[config.mk]
export PLATFORM = sky130hd
export DESIGN_NAME = tap_top
export DESIGN_NICKNAME = d
export VERILOG_FILES = /design/src/tap_pkg.sv /design/src/tap_fsm.sv /design/src/bsr_chain.sv /design/src/tap_top.sv
export SDC_FILE = /design/constraint.sdc
export NUM_CORES = 1
export LEC_CHECK = 0
export BUFFER_PORTS_ARGS = -buffer_cell sky130_fd_sc_hd__clkbuf_2
export CORE_MARGIN = 2
export CORE_UTILIZATION = 30
export DETAILED_ROUTE_END_ITERATION = 6
export PLACE_DENSITY_LB_ADDON = 0.25
export SLEW_MARGIN = 10
export SYNTH_ARGS = -nofsm -noshare
export SYNTH_HDL_FRONTEND = slang
export SYNTH_SLANG_ARGS = --single-unit
[constraint.sdc]
create_clock -name clk_in -period 3.6 [get_ports clk_in]
set_input_delay 0.54 -clock clk_in [delete_from_list [all_inputs] [get_ports clk_in]]
set_output_delay 0.54 -clock clk_in [all_outputs]
set_load 0.02 [all_outputs]
[src/tap_pkg.sv]
`default_nettype none
package tap_pkg;

  typedef enum logic [3:0] {
    ST_RESET,
    ST_IDLE,
    ST_SEL_DR,
    ST_CAP_DR,
    ST_SHIFT_DR,
    ST_EXIT1_DR,
    ST_PAUSE_DR,
    ST_EXIT2_DR,
    ST_UPD_DR,
    ST_SEL_IR,
    ST_CAP_IR,
    ST_SHIFT_IR,
    ST_EXIT1_IR,
    ST_PAUSE_IR,
    ST_EXIT2_IR,
    ST_UPD_IR
  } tap_state_t;

  localparam int         IR_LEN      = 4;
  localparam int         BSR_LEN_DEF = 8;
  localparam logic [3:0] IR_EXTEST   = 4'h0;
  localparam logic [3:0] IR_SAMPLE   = 4'h1;
  localparam logic [3:0] IR_BYPASS   = 4'hf;
  localparam logic [3:0] IR_CAPTURE  = 4'h1;
  localparam logic [1:0] SYNC_RESET  = 2'h0;

  // Sixteen-state graph, one step per sampled TMS value.
  function automatic tap_state_t next_state(input tap_state_t s, input logic tms);
    tap_state_t n;
    n = s;
    unique case (s)
      ST_RESET:    n = tms ? ST_RESET    : ST_IDLE;
      ST_IDLE:     n = tms ? ST_SEL_DR   : ST_IDLE;
      ST_SEL_DR:   n = tms ? ST_SEL_IR   : ST_CAP_DR;
      ST_CAP_DR:   n = tms ? ST_EXIT1_DR : ST_SHIFT_DR;
      ST_SHIFT_DR: n = tms ? ST_EXIT1_DR : ST_SHIFT_DR;
      ST_EXIT1_DR: n = tms ? ST_UPD_DR   : ST_PAUSE_DR;
      ST_PAUSE_DR: n = tms ? ST_EXIT2_DR : ST_PAUSE_DR;
      ST_EXIT2_DR: n = tms ? ST_UPD_DR   : ST_SHIFT_DR;
      ST_UPD_DR:   n = tms ? ST_SEL_DR   : ST_IDLE;
      ST_SEL_IR:   n = tms ? ST_RESET    : ST_CAP_IR;
      ST_CAP_IR:   n = tms ? ST_EXIT1_IR : ST_SHIFT_IR;
      ST_SHIFT_IR: n = tms ? ST_EXIT1_IR : ST_SHIFT_IR;
      ST_EXIT1_IR: n = tms ? ST_UPD_IR   : ST_PAUSE_IR;
      ST_PAUSE_IR: n = tms ? ST_EXIT2_IR : ST_PAUSE_IR;
      ST_EXIT2_IR: n = tms ? ST_UPD_IR   : ST_SHIFT_IR;
      ST_UPD_IR:   n = tms ? ST_SEL_DR   : ST_IDLE;
    endcase
    return n;
  endfunction : next_state

endpackage : tap_pkg
`default_nettype wire

[src/tap_fsm.sv]
`timescale 1ns/10ps
`default_nettype none
module tap_fsm
  import tap_pkg::*;
(
  input  wire logic       clk_in,
  input  wire logic       tap_rst_in,
  input  wire logic       tck_rise_in,
  input  wire logic       tms_in,
  output var  tap_state_t state_out
);

  tap_state_t state_reg;

  always_ff @(posedge clk_in or posedge tap_rst_in) begin
    if (tap_rst_in) begin
      state_reg <= ST_RESET;
    end else if (tck_rise_in) begin
      // Five high TMS samples reach reset from any state.
      state_reg <= next_state(state_reg, tms_in);
    end
  end

  assign state_out = state_reg;

endmodule : tap_fsm
`default_nettype wire

[src/bsr_chain.sv]
`timescale 1ns/10ps
`default_nettype none
module bsr_chain #(
  parameter int LEN = 8
) (
  input  wire logic           clk_in,
  input  wire logic           tap_rst_in,
  input  wire logic           capture_in,
  input  wire logic           shift_in,
  input  wire logic           update_in,
  input  wire logic           tdi_in,
  input  wire logic [LEN-1:0] par_in,
  output logic                ser_out,
  output logic      [LEN-1:0] upd_out
);

  logic [LEN-1:0] shift_reg;
  logic [LEN-1:0] upd_reg;

  always_ff @(posedge clk_in or posedge tap_rst_in) begin
    if (tap_rst_in) begin
      shift_reg <= '0;
    end else if (capture_in) begin
      shift_reg <= par_in;
    end else if (shift_in) begin
      shift_reg <= {tdi_in, shift_reg[LEN-1:1]};
    end
  end

  // The latch moves only on update, so pins stay quiet during a shift.
  always_ff @(posedge clk_in or posedge tap_rst_in) begin
    if (tap_rst_in) begin
      upd_reg <= '0;
    end else if (update_in) begin
      upd_reg <= shift_reg;
    end
  end

  assign ser_out = shift_reg[0];
  assign upd_out = upd_reg;

endmodule : bsr_chain
`default_nettype wire

[src/tap_top.sv]
`timescale 1ns/10ps
`default_nettype none
// Functional notes
// - Ports TDI, TCK, TMS, TDO, optional TRST.
// - TRST resets the controller asynchronously.
// - All test logic steps on TCK; the code clocks on clk_in and uses sampled TCK edges as enables.
// - Sampled TMS selects the next state.
// - Bypass and boundary-scan registers exist.
// - Bypass is one bit, TDI to TDO.
// - Boundary scan reaches component pins serially.
// - Instruction register, two cells minimum.
// - Synchronous state machine sequences every scan.
// - Five high TMS cycles reach reset.
// - Reset holds while TMS is high.
// - Idle holds while TMS is low.
// - DR select lasts one cycle.
// - IR select lasts one cycle.
// - Capture-DR loads parallel data.
// - Shift-DR shifts one stage per TCK.
// - Pause states hold register contents.
// - Exit2 goes to shift or update.
// - Update-DR loads stable output latch.
// - Capture-IR loads a parallel value.
// - Shift-IR shifts one stage per TCK.
// - Update-IR makes new current instruction.
module tap_top
  import tap_pkg::*;
#(
  parameter int BSR_LEN = BSR_LEN_DEF
) (
  input  wire logic               clk_in,
  input  wire logic               sys_rst_in,
  input  wire logic               tck_in,
  input  wire logic               tms_in,
  input  wire logic               tdi_in,
  input  wire logic               trst_n_in,
  input  wire logic [BSR_LEN-1:0] core_pins_in,
  output logic                    tdo_out,
  output logic                    tdo_oe_out,
  output logic      [BSR_LEN-1:0] bsr_pins_out,
  output logic                    extest_out,
  output logic      [IR_LEN-1:0]  instr_out,
  output logic                    tap_reset_out
);

  logic [1:0]        tck_sync_reg;
  logic [1:0]        tms_sync_reg;
  logic [1:0]        tdi_sync_reg;
  logic [1:0]        trst_sync_reg;
  logic              tck_prev_reg;
  logic              tck_rise;
  logic              tck_fall;
  logic              tap_rst;
  tap_state_t        state;
  logic [IR_LEN-1:0] ir_shift_reg;
  logic [IR_LEN-1:0] ir_latch_reg;
  logic              bypass_reg;
  logic              tdo_reg;
  logic              tdo_oe_reg;
  logic              extest_reg;
  logic              bsr_sel;
  logic              bsr_ser;
  logic [BSR_LEN-1:0] bsr_upd;
  logic [BSR_LEN-1:0] bsr_pins_reg;
  logic              tap_reset_reg;

  // Pins from the probe pass two flops; only the second stage is read onward.
  always_ff @(posedge clk_in or posedge sys_rst_in) begin
    if (sys_rst_in) begin
      tck_sync_reg <= SYNC_RESET;
      tms_sync_reg <= SYNC_RESET;
      tdi_sync_reg <= SYNC_RESET;
      tck_prev_reg <= 1'b0;
    end else begin
      tck_sync_reg <= {tck_sync_reg[0], tck_in};
      tms_sync_reg <= {tms_sync_reg[0], tms_in};
      tdi_sync_reg <= {tdi_sync_reg[0], tdi_in};
      tck_prev_reg <= tck_sync_reg[1];
    end
  end

  // TRST asserts at once and releases through two flops, so the release
  // cannot land mid-edge.
  always_ff @(posedge clk_in or negedge trst_n_in) begin
    if (!trst_n_in) begin
      trst_sync_reg <= SYNC_RESET;
    end else begin
      trst_sync_reg <= {trst_sync_reg[0], 1'b1};
    end
  end

  assign tap_rst  = sys_rst_in | ~trst_sync_reg[1];
  assign tck_rise = tck_sync_reg[1] & ~tck_prev_reg;
  assign tck_fall = ~tck_sync_reg[1] & tck_prev_reg;

  tap_fsm u_fsm (
    .clk_in      (clk_in),
    .tap_rst_in  (tap_rst),
    .tck_rise_in (tck_rise),
    .tms_in      (tms_sync_reg[1]),
    .state_out   (state)
  );

  // Instruction shift path; pause and exit states fall through and hold.
  always_ff @(posedge clk_in or posedge tap_rst) begin
    if (tap_rst) begin
      ir_shift_reg <= IR_CAPTURE;
    end else if (tck_rise) begin
      if (state == ST_CAP_IR) begin
        ir_shift_reg <= IR_CAPTURE;
      end else if (state == ST_SHIFT_IR) begin
        ir_shift_reg <= {tdi_sync_reg[1], ir_shift_reg[IR_LEN-1:1]};
      end
    end
  end

  // Reset selects bypass so the chip keeps running normally.
  always_ff @(posedge clk_in or posedge tap_rst) begin
    if (tap_rst) begin
      ir_latch_reg <= IR_BYPASS;
    end else if (tck_rise) begin
      if (state == ST_RESET) begin
        ir_latch_reg <= IR_BYPASS;
      end else if (state == ST_UPD_IR) begin
        ir_latch_reg <= ir_shift_reg;
      end
    end
  end

  // Unknown codes fall back to bypass.
  assign bsr_sel = (ir_latch_reg == IR_EXTEST) || (ir_latch_reg == IR_SAMPLE);

  always_ff @(posedge clk_in or posedge tap_rst) begin
    if (tap_rst) begin
      bypass_reg <= 1'b0;
    end else if (tck_rise && !bsr_sel) begin
      if (state == ST_CAP_DR) begin
        bypass_reg <= 1'b0;
      end else if (state == ST_SHIFT_DR) begin
        bypass_reg <= tdi_sync_reg[1];
      end
    end
  end

  bsr_chain #(
    .LEN (BSR_LEN)
  ) u_bsr (
    .clk_in     (clk_in),
    .tap_rst_in (tap_rst),
    .capture_in (tck_rise && bsr_sel && state == ST_CAP_DR),
    .shift_in   (tck_rise && bsr_sel && state == ST_SHIFT_DR),
    .update_in  (tck_rise && bsr_sel && state == ST_UPD_DR),
    .tdi_in     (tdi_sync_reg[1]),
    .par_in     (core_pins_in),
    .ser_out    (bsr_ser),
    .upd_out    (bsr_upd)
  );

  // TDO moves on the falling edge so the probe samples a settled bit.
  always_ff @(posedge clk_in or posedge tap_rst) begin
    if (tap_rst) begin
      tdo_reg    <= 1'b0;
      tdo_oe_reg <= 1'b0;
    end else if (tck_fall) begin
      tdo_oe_reg <= (state == ST_SHIFT_DR) || (state == ST_SHIFT_IR);
      if (state == ST_SHIFT_IR) begin
        tdo_reg <= ir_shift_reg[0];
      end else if (state == ST_SHIFT_DR) begin
        tdo_reg <= bsr_sel ? bsr_ser : bypass_reg;
      end
    end
  end

  always_ff @(posedge clk_in or posedge tap_rst) begin
    if (tap_rst) begin
      extest_reg    <= 1'b0;
      bsr_pins_reg  <= '0;
      tap_reset_reg <= 1'b1;
    end else begin
      extest_reg    <= (ir_latch_reg == IR_EXTEST) && (state != ST_RESET);
      bsr_pins_reg  <= bsr_upd;
      tap_reset_reg <= (state == ST_RESET);
    end
  end

  assign tdo_out       = tdo_reg;
  assign tdo_oe_out    = tdo_oe_reg;
  assign bsr_pins_out  = bsr_pins_reg;
  assign extest_out    = extest_reg;
  assign instr_out     = ir_latch_reg;
  assign tap_reset_out = tap_reset_reg;

endmodule : tap_top
`default_nettype wire

==> results of run 1 <==
## report_power, final
group          switching, mW  internal [mW]
clock network          0.195          0.211
logic                  0.166          0.157
registers              0.146          0.639
## kinds of logic (layout without fill, tap and decap cells)
family / after synthesis / after routing / share of synthesized area, %
other: 1 / 1 / 0.173
flip-flops: 50 / 50 / 58.0
multiplexers: 17 / 17 / 8.59
AND/OR/NAND/NOR: 50 / 50 / 14.8
AO/OA/AOI/OAI: 42 / 42 / 13.1
buffers and inverters: 19 / 47 / 4.96
XOR/XNOR: 1 / 1 / 0.404
## per-stage QoR
stage	hold slack [ns]	cell area (um^2)	setup WS [ns]	cells	power (mW)
after global placement	0.327	2380	1.61	298	1.12
after global routing	0.184	2500	1.29	307	1.61
after CTS	0.00330	2490	1.55	306	1.53
after detailed placement	0.330	2380	1.54	298	1.12
after floorplan	0.244	2170	0.622	180	1.07
final	0.170	2500	1.58	307	1.51
## layout by cell type, fill, tap and decap left out, types with 6 or more instances in the layout
master	count
dfrtp_1	44
dfstp_2	6
mux2_2	8
inv_1	7
clkbuf_2	29
mux2i_1	7
o21ai_1	6
a21oi_1	8
nand3_1	7
o21ai_0	8
nand2_1	13
## repair_timing
item | in CTS | in global routing
gates resized for setup | 0 | 0
hold endpoints to repair | 0 | 2
endpoints found under the setup margin | 0 | 0
hold buffers | 0 | 1
## critical path, stage by stage (launching register included)
cell       delay, ns
dfrtp_1         0.82
and3b_2         0.30
o2111ai_2       0.63
o21ai_1         0.15
## routing by layer
metal	part of all wire (%)	routed length (um)	vias to the layer above	track usage [%]
li1	-	-	692	-
met5	0	0	-	0
met1	52	1990	663	15.9
met4	0.63	24	0	2.44
met3	3.9	151	4	2.86
met2	44	1680	26	14.7
## worst max path at each step
stage	cells after the start	slack [ns]	startpoint	endpoint
after floorplan	1	0.62	sys_rst_in	bsr_pins_out[0]
after global placement	3	1.61	u_fsm.state_out[2]	u_bsr.shift_reg[3]
after detailed placement	3	1.54	u_fsm.state_out[2]	u_bsr.shift_reg[7]
after CTS	4	1.55	u_fsm.state_out[2]	u_bsr.shift_reg[4]
after global routing	4	1.29	u_fsm.state_out[2]	u_bsr.shift_reg[1]
final	3	1.58	u_fsm.state_out[2]	u_bsr.shift_reg[2]
## cell type report
type                            count  area, um^2
Clock buffer                        5        68.8
Clock inverter                      3        47.5
Fill cell                         753        4630
Inverter                            8        30.0
Multi-Input combinational cell    111         812
Sequential cell                    50        1260
Tap cell                           99         124
Timing Repair Buffer               31         163
==> summary.md, run 1 <==
| Metric | Value |
|---|---|
| Vias in the first global route | 1268 |
| Share of the synthesized area in the top cell type | 50.7% |
| Final core utilization | 35.1% |
| Reg2reg path depth | 3 |
| Setup CP Type | reg2reg |
| Clk_skew | 0.0102 ns |
| CTS root buf | clkbuf_8 |
| Syn Area/Cell | 12.1 um^2 |
| Final hold vios | 0 |
| Measured slew at the worst slew-check pin | 0.764 ns |
| Startpoint Class | flop |
| First-pass GRT wire length | 6.42 mm |
| Hold Crit Class | in2async |
| IO buf count | 29 |
| Avg Vias per Cell | 4.51 |
| Slew Limit Fails | 0 |
| Required time of the critical path | 3.77 ns |
| Total track usage | 10.4% |
| Tmin final | 2.02 ns |
| Antenna Cells | 0 |
| Longest Clk Path Bufs | 2 |
| Setup Buffers After CTS | 0 |
| Reg clk slew, reported paths | 0.10 ns |
| DR vias | 1385 |
| Worst Path Max Fanout | 21 |
| Status | completed |
| Syn_nets | 194 |
| Terminus of the critical flop-to-flop path | u_bsr.shift_reg[2] |
| Area leader, netlist | dfrtp_1 |
| RSZ-0062 raised after global routing | no |
| CTS tree | yes |
| WL final | 3.84 mm |
| R2r startpoint | u_fsm.state_out[2] |
| Peak supply drop | 0.000258 V |
| Detailed-route DRC error count | 0 |
| Gr ovfl total | 0 |
| Post-Syn Area | 2170 um^2 |
| Post-synthesis cell count | 180 |
| Synth area leaders | dfrtp_1, dfstp_2, mux2_2, mux2i_1, nand2_1 |
| Die area | 7930 um^2 |
| Die width | 89.1 um |
| Critical Path Sink Type | flop |
| Synth unique cells | 51 |
| GP Congestion | 0.708 |
| Asr flop ratio synth | 100% |
| Row count | 31 |
| Commonest cells post-synth | dfrtp_1, nand2_1, a21oi_1, mux2_2, o21ai_0 |
| TritonCTS Buffers | 5 |
| Routed Antenna Nets | 0 |
| Area growth syn-to-layout | 15.3% |
| Peak Freq | 494 MHz |
| Final setup violation count | 0 |
| Initial DRC count | 42 |
| Core area | 7140 um^2 |
| Slew margin rel. | 48.9% |
| Post-synth EDFFs | 0 |
| Max-cap violation count | 0 |
| Mean routed wirelength per cell | 12.5 um |
| Chip Height | 89.1 um |
| Setup tns final | 0 ns |
| Drt pass-1 iters | 5 |
| Yosys Warn Count | 0 |
| FF+latch count, synth | 50 |
| PwrDens | 605 nW/um^2 |
| Sequential share of the synthesized area | 58.0% |
| Clk sink count | 50 |
| Leak pwr | 1.16 nW |
| Clock Latency Late Sink | 0.30 ns |
| Crit share post-route | 56.2% |
| Top_reg_cell synth | dfrtp_1 |
| I/O pins | 30 |
| Share of layout cells above drive strength 1 | 34.6% |
| Initial antenna violation count | 0 |
| H-tree Lvls | 2 |
| Count leader, synth | dfrtp_1 |
| Crit path DAT | 2.19 ns |
| Count of nets after finishing | 221 |
| Pin count of the biggest net entering global routing | 27 |
| Post-DP HPWL | 2.67 mm |
| R2r setup slk | 1.58 ns |
| Initial Util | 30.4% |
Power figures use the tool's default switching activity.
==> run 2, diff against run 1 <==
==> constraint.sdc (replaced) <==
create_clock -name clk_in -period 1.85 [get_ports clk_in]
set_input_delay 0.2775 -clock clk_in [delete_from_list [all_inputs] [get_ports clk_in]]
set_output_delay 0.2775 -clock clk_in [all_outputs]
set_load 0.02 [all_outputs]
==> summary.md, run 2 (same netlist as run 1, synthesis figures left out) <==
| Metric | Value |
|---|---|
| Peak supply drop | 0.000360 V |
| Reg clk slew, reported paths | 0.09 ns |
| Tmin final | 1.57 ns |
| Worst Path Buf+Inv | 0 |
| Post-cts resize count | 0 |
| Slowest stage delay, CP | 0.53 ns |
| Detailed-route DRC error count | 0 |
| Initial antenna violation count | 0 |
| Placed cell area | 2430 um^2 |
| Cell Int Power | 2.01 mW |
| Pin count of the biggest net entering global routing | 42 |
| Die area | 7930 um^2 |
| TritonCTS Buffers | 5 |
| Commonest non-fill, non-tap cell in the layout | dfrtp_1 |
| Core area | 7140 um^2 |
| Switching Share | 33.4% |
| Drt pass-1 iters | 5 |
| Clk_skew | 0.00484 ns |
| Clock Latency Late Sink | 0.30 ns |
| Final core utilization | 35.9% |
| Final setup violation count | 0 |
| Slew margin rel. | 65.4% |
| GP Congestion | 0.742 |
| Most frequent cells in the layout | dfrtp_1, clkbuf_2, nand2_1 |
| Row count | 31 |
| H-tree Lvls | 2 |
| IO buf count | 29 |
| Die width | 89.1 um |
| Setup CP Type | reg2reg |
| CTS root buf | clkbuf_8 |
| NetSw | 1.01 mW |
| Crit-path cells | nand4b_1 > a211o_1 > mux2_4 |
| Max-cap violation count | 0 |
| WL final | 4.08 mm |
| DR vias | 1431 |
| Count of nets after finishing | 229 |
| Area growth syn-to-layout | 18.0% |
| Initial DRC count | 46 |
| Seq pwr share | 47.3% |
| Vias in the first global route | 1364 |
| Initial Util | 30.4% |
| Slew Limit Fails | 0 |
| Antenna Cells | 0 |
| CTS tree | yes |
| I/O pins | 30 |
| Final hold vios | 0 |
| Setup Buffers After CTS | 0 |
| Crit share post-route | 84.9% |
| Logic pwr share | 27.0% |
| Status | completed |
| Setup tns final | 0 ns |
| Critical Path Sink Type | flop |
| Total track usage | 11.2% |
| Routed Antenna Nets | 0 |
| Post-DP HPWL | 2.87 mm |
| Gr ovfl total | 0 |
| Avg Vias per Cell | 4.54 |
| Mean routed wirelength per cell | 13.0 um |
| Clock power frac | 25.7% |
| Crit path DAT | 1.76 ns |
| Startpoint Class | flop |
| Hold Crit Class | in2reg |
| CP top delay family | flip-flops |
| Post-route cell area | 2560 um^2 |
| Worst Path Max Fanout | 13 |
| Longest Clk Path Bufs | 2 |
| Measured slew at the worst slew-check pin | 0.519 ns |
| Peak Freq | 637 MHz |
| Leak pwr | 1.19 nW |
| PwrDens | 1180 nW/um^2 |
| Chip Height | 89.1 um |
| Critical-path top delay cell | dfrtp_1 |
| Share of layout cells above drive strength 1 | 36.6% |
| Required time of the critical path | 2.04 ns |
| RSZ-0062 raised after global routing | no |
| First-pass GRT wire length | 6.73 mm |
| Clk sink count | 50 |
-- run 2: final cells by class --
type / count / area (um^2)
clock buffer: 5 / 68.8
clock inverter: 3 / 43.8
fill: 741 / 4570
inverter: 8 / 30.0
multi-input combinational: 111 / 812
sequential: 50 / 1260
tap: 99 / 124
timing repair buffer: 39 / 225
-- run 2: stage by stage --
stage / power [mW] / instances / worst slack, ns / hold WS (ns)
final: 3.02 / 315 / 0.280 / 0.0771
after global routing: 3.20 / 315 / 0.140 / 0.0586
after CTS: 3.05 / 315 / 0.244 / 0.0639
after detailed placement: 2.26 / 305 / 0.274 / 0.0658
after global placement: 2.25 / 305 / 0.220 / 0.0651
after floorplan: 2.08 / 180 / 0.198 / -0.0181
-- run 2: worst paths after layout --
check	startpoint	to	slack, ns	cells after the start
setup / recovery	u_fsm.state_out[2]	tdo_out	0.28	3
hold / removal	tck_in	tck_sync_reg[0]	0.08	1
setup reg to reg	u_fsm.state_out[2]	tdo_out	0.28	3
hold reg to reg	tms_sync_reg[0]	tms_sync_reg[1]	0.35	0
max in group asynchronous	sys_rst_in	tap_reset_out	0.74	4
min in group asynchronous	trst_n_in	trst_sync_reg[0]	0.28	2
-- run 2: repair_timing --
action                     CTS  global route
hold endpoints to repair     9             0
setup endpoints to repair    0             0
hold buffers                 2             0
-- run 2: power groups by stage --
stage	Sequential [mW]	Combinational, mW	Clock [mW]
2_1_floorplan	1.42	0.655	0
3_3_place_gp	1.46	0.796	0
3_5_place_dp	1.45	0.812	0
4_1_cts	1.43	0.819	0.805
5_1_grt	1.45	0.901	0.849
6_report	1.43	0.814	0.774
-- run 2: metal layers --
metal	up-vias	share of wire, %	GRT usage, %
li1	707	-	-
met1	682	51	16.0
met2	35	44	16.5
met3	7	3.8	2.86
met4	0	0.96	3.66
met5	-	0	0
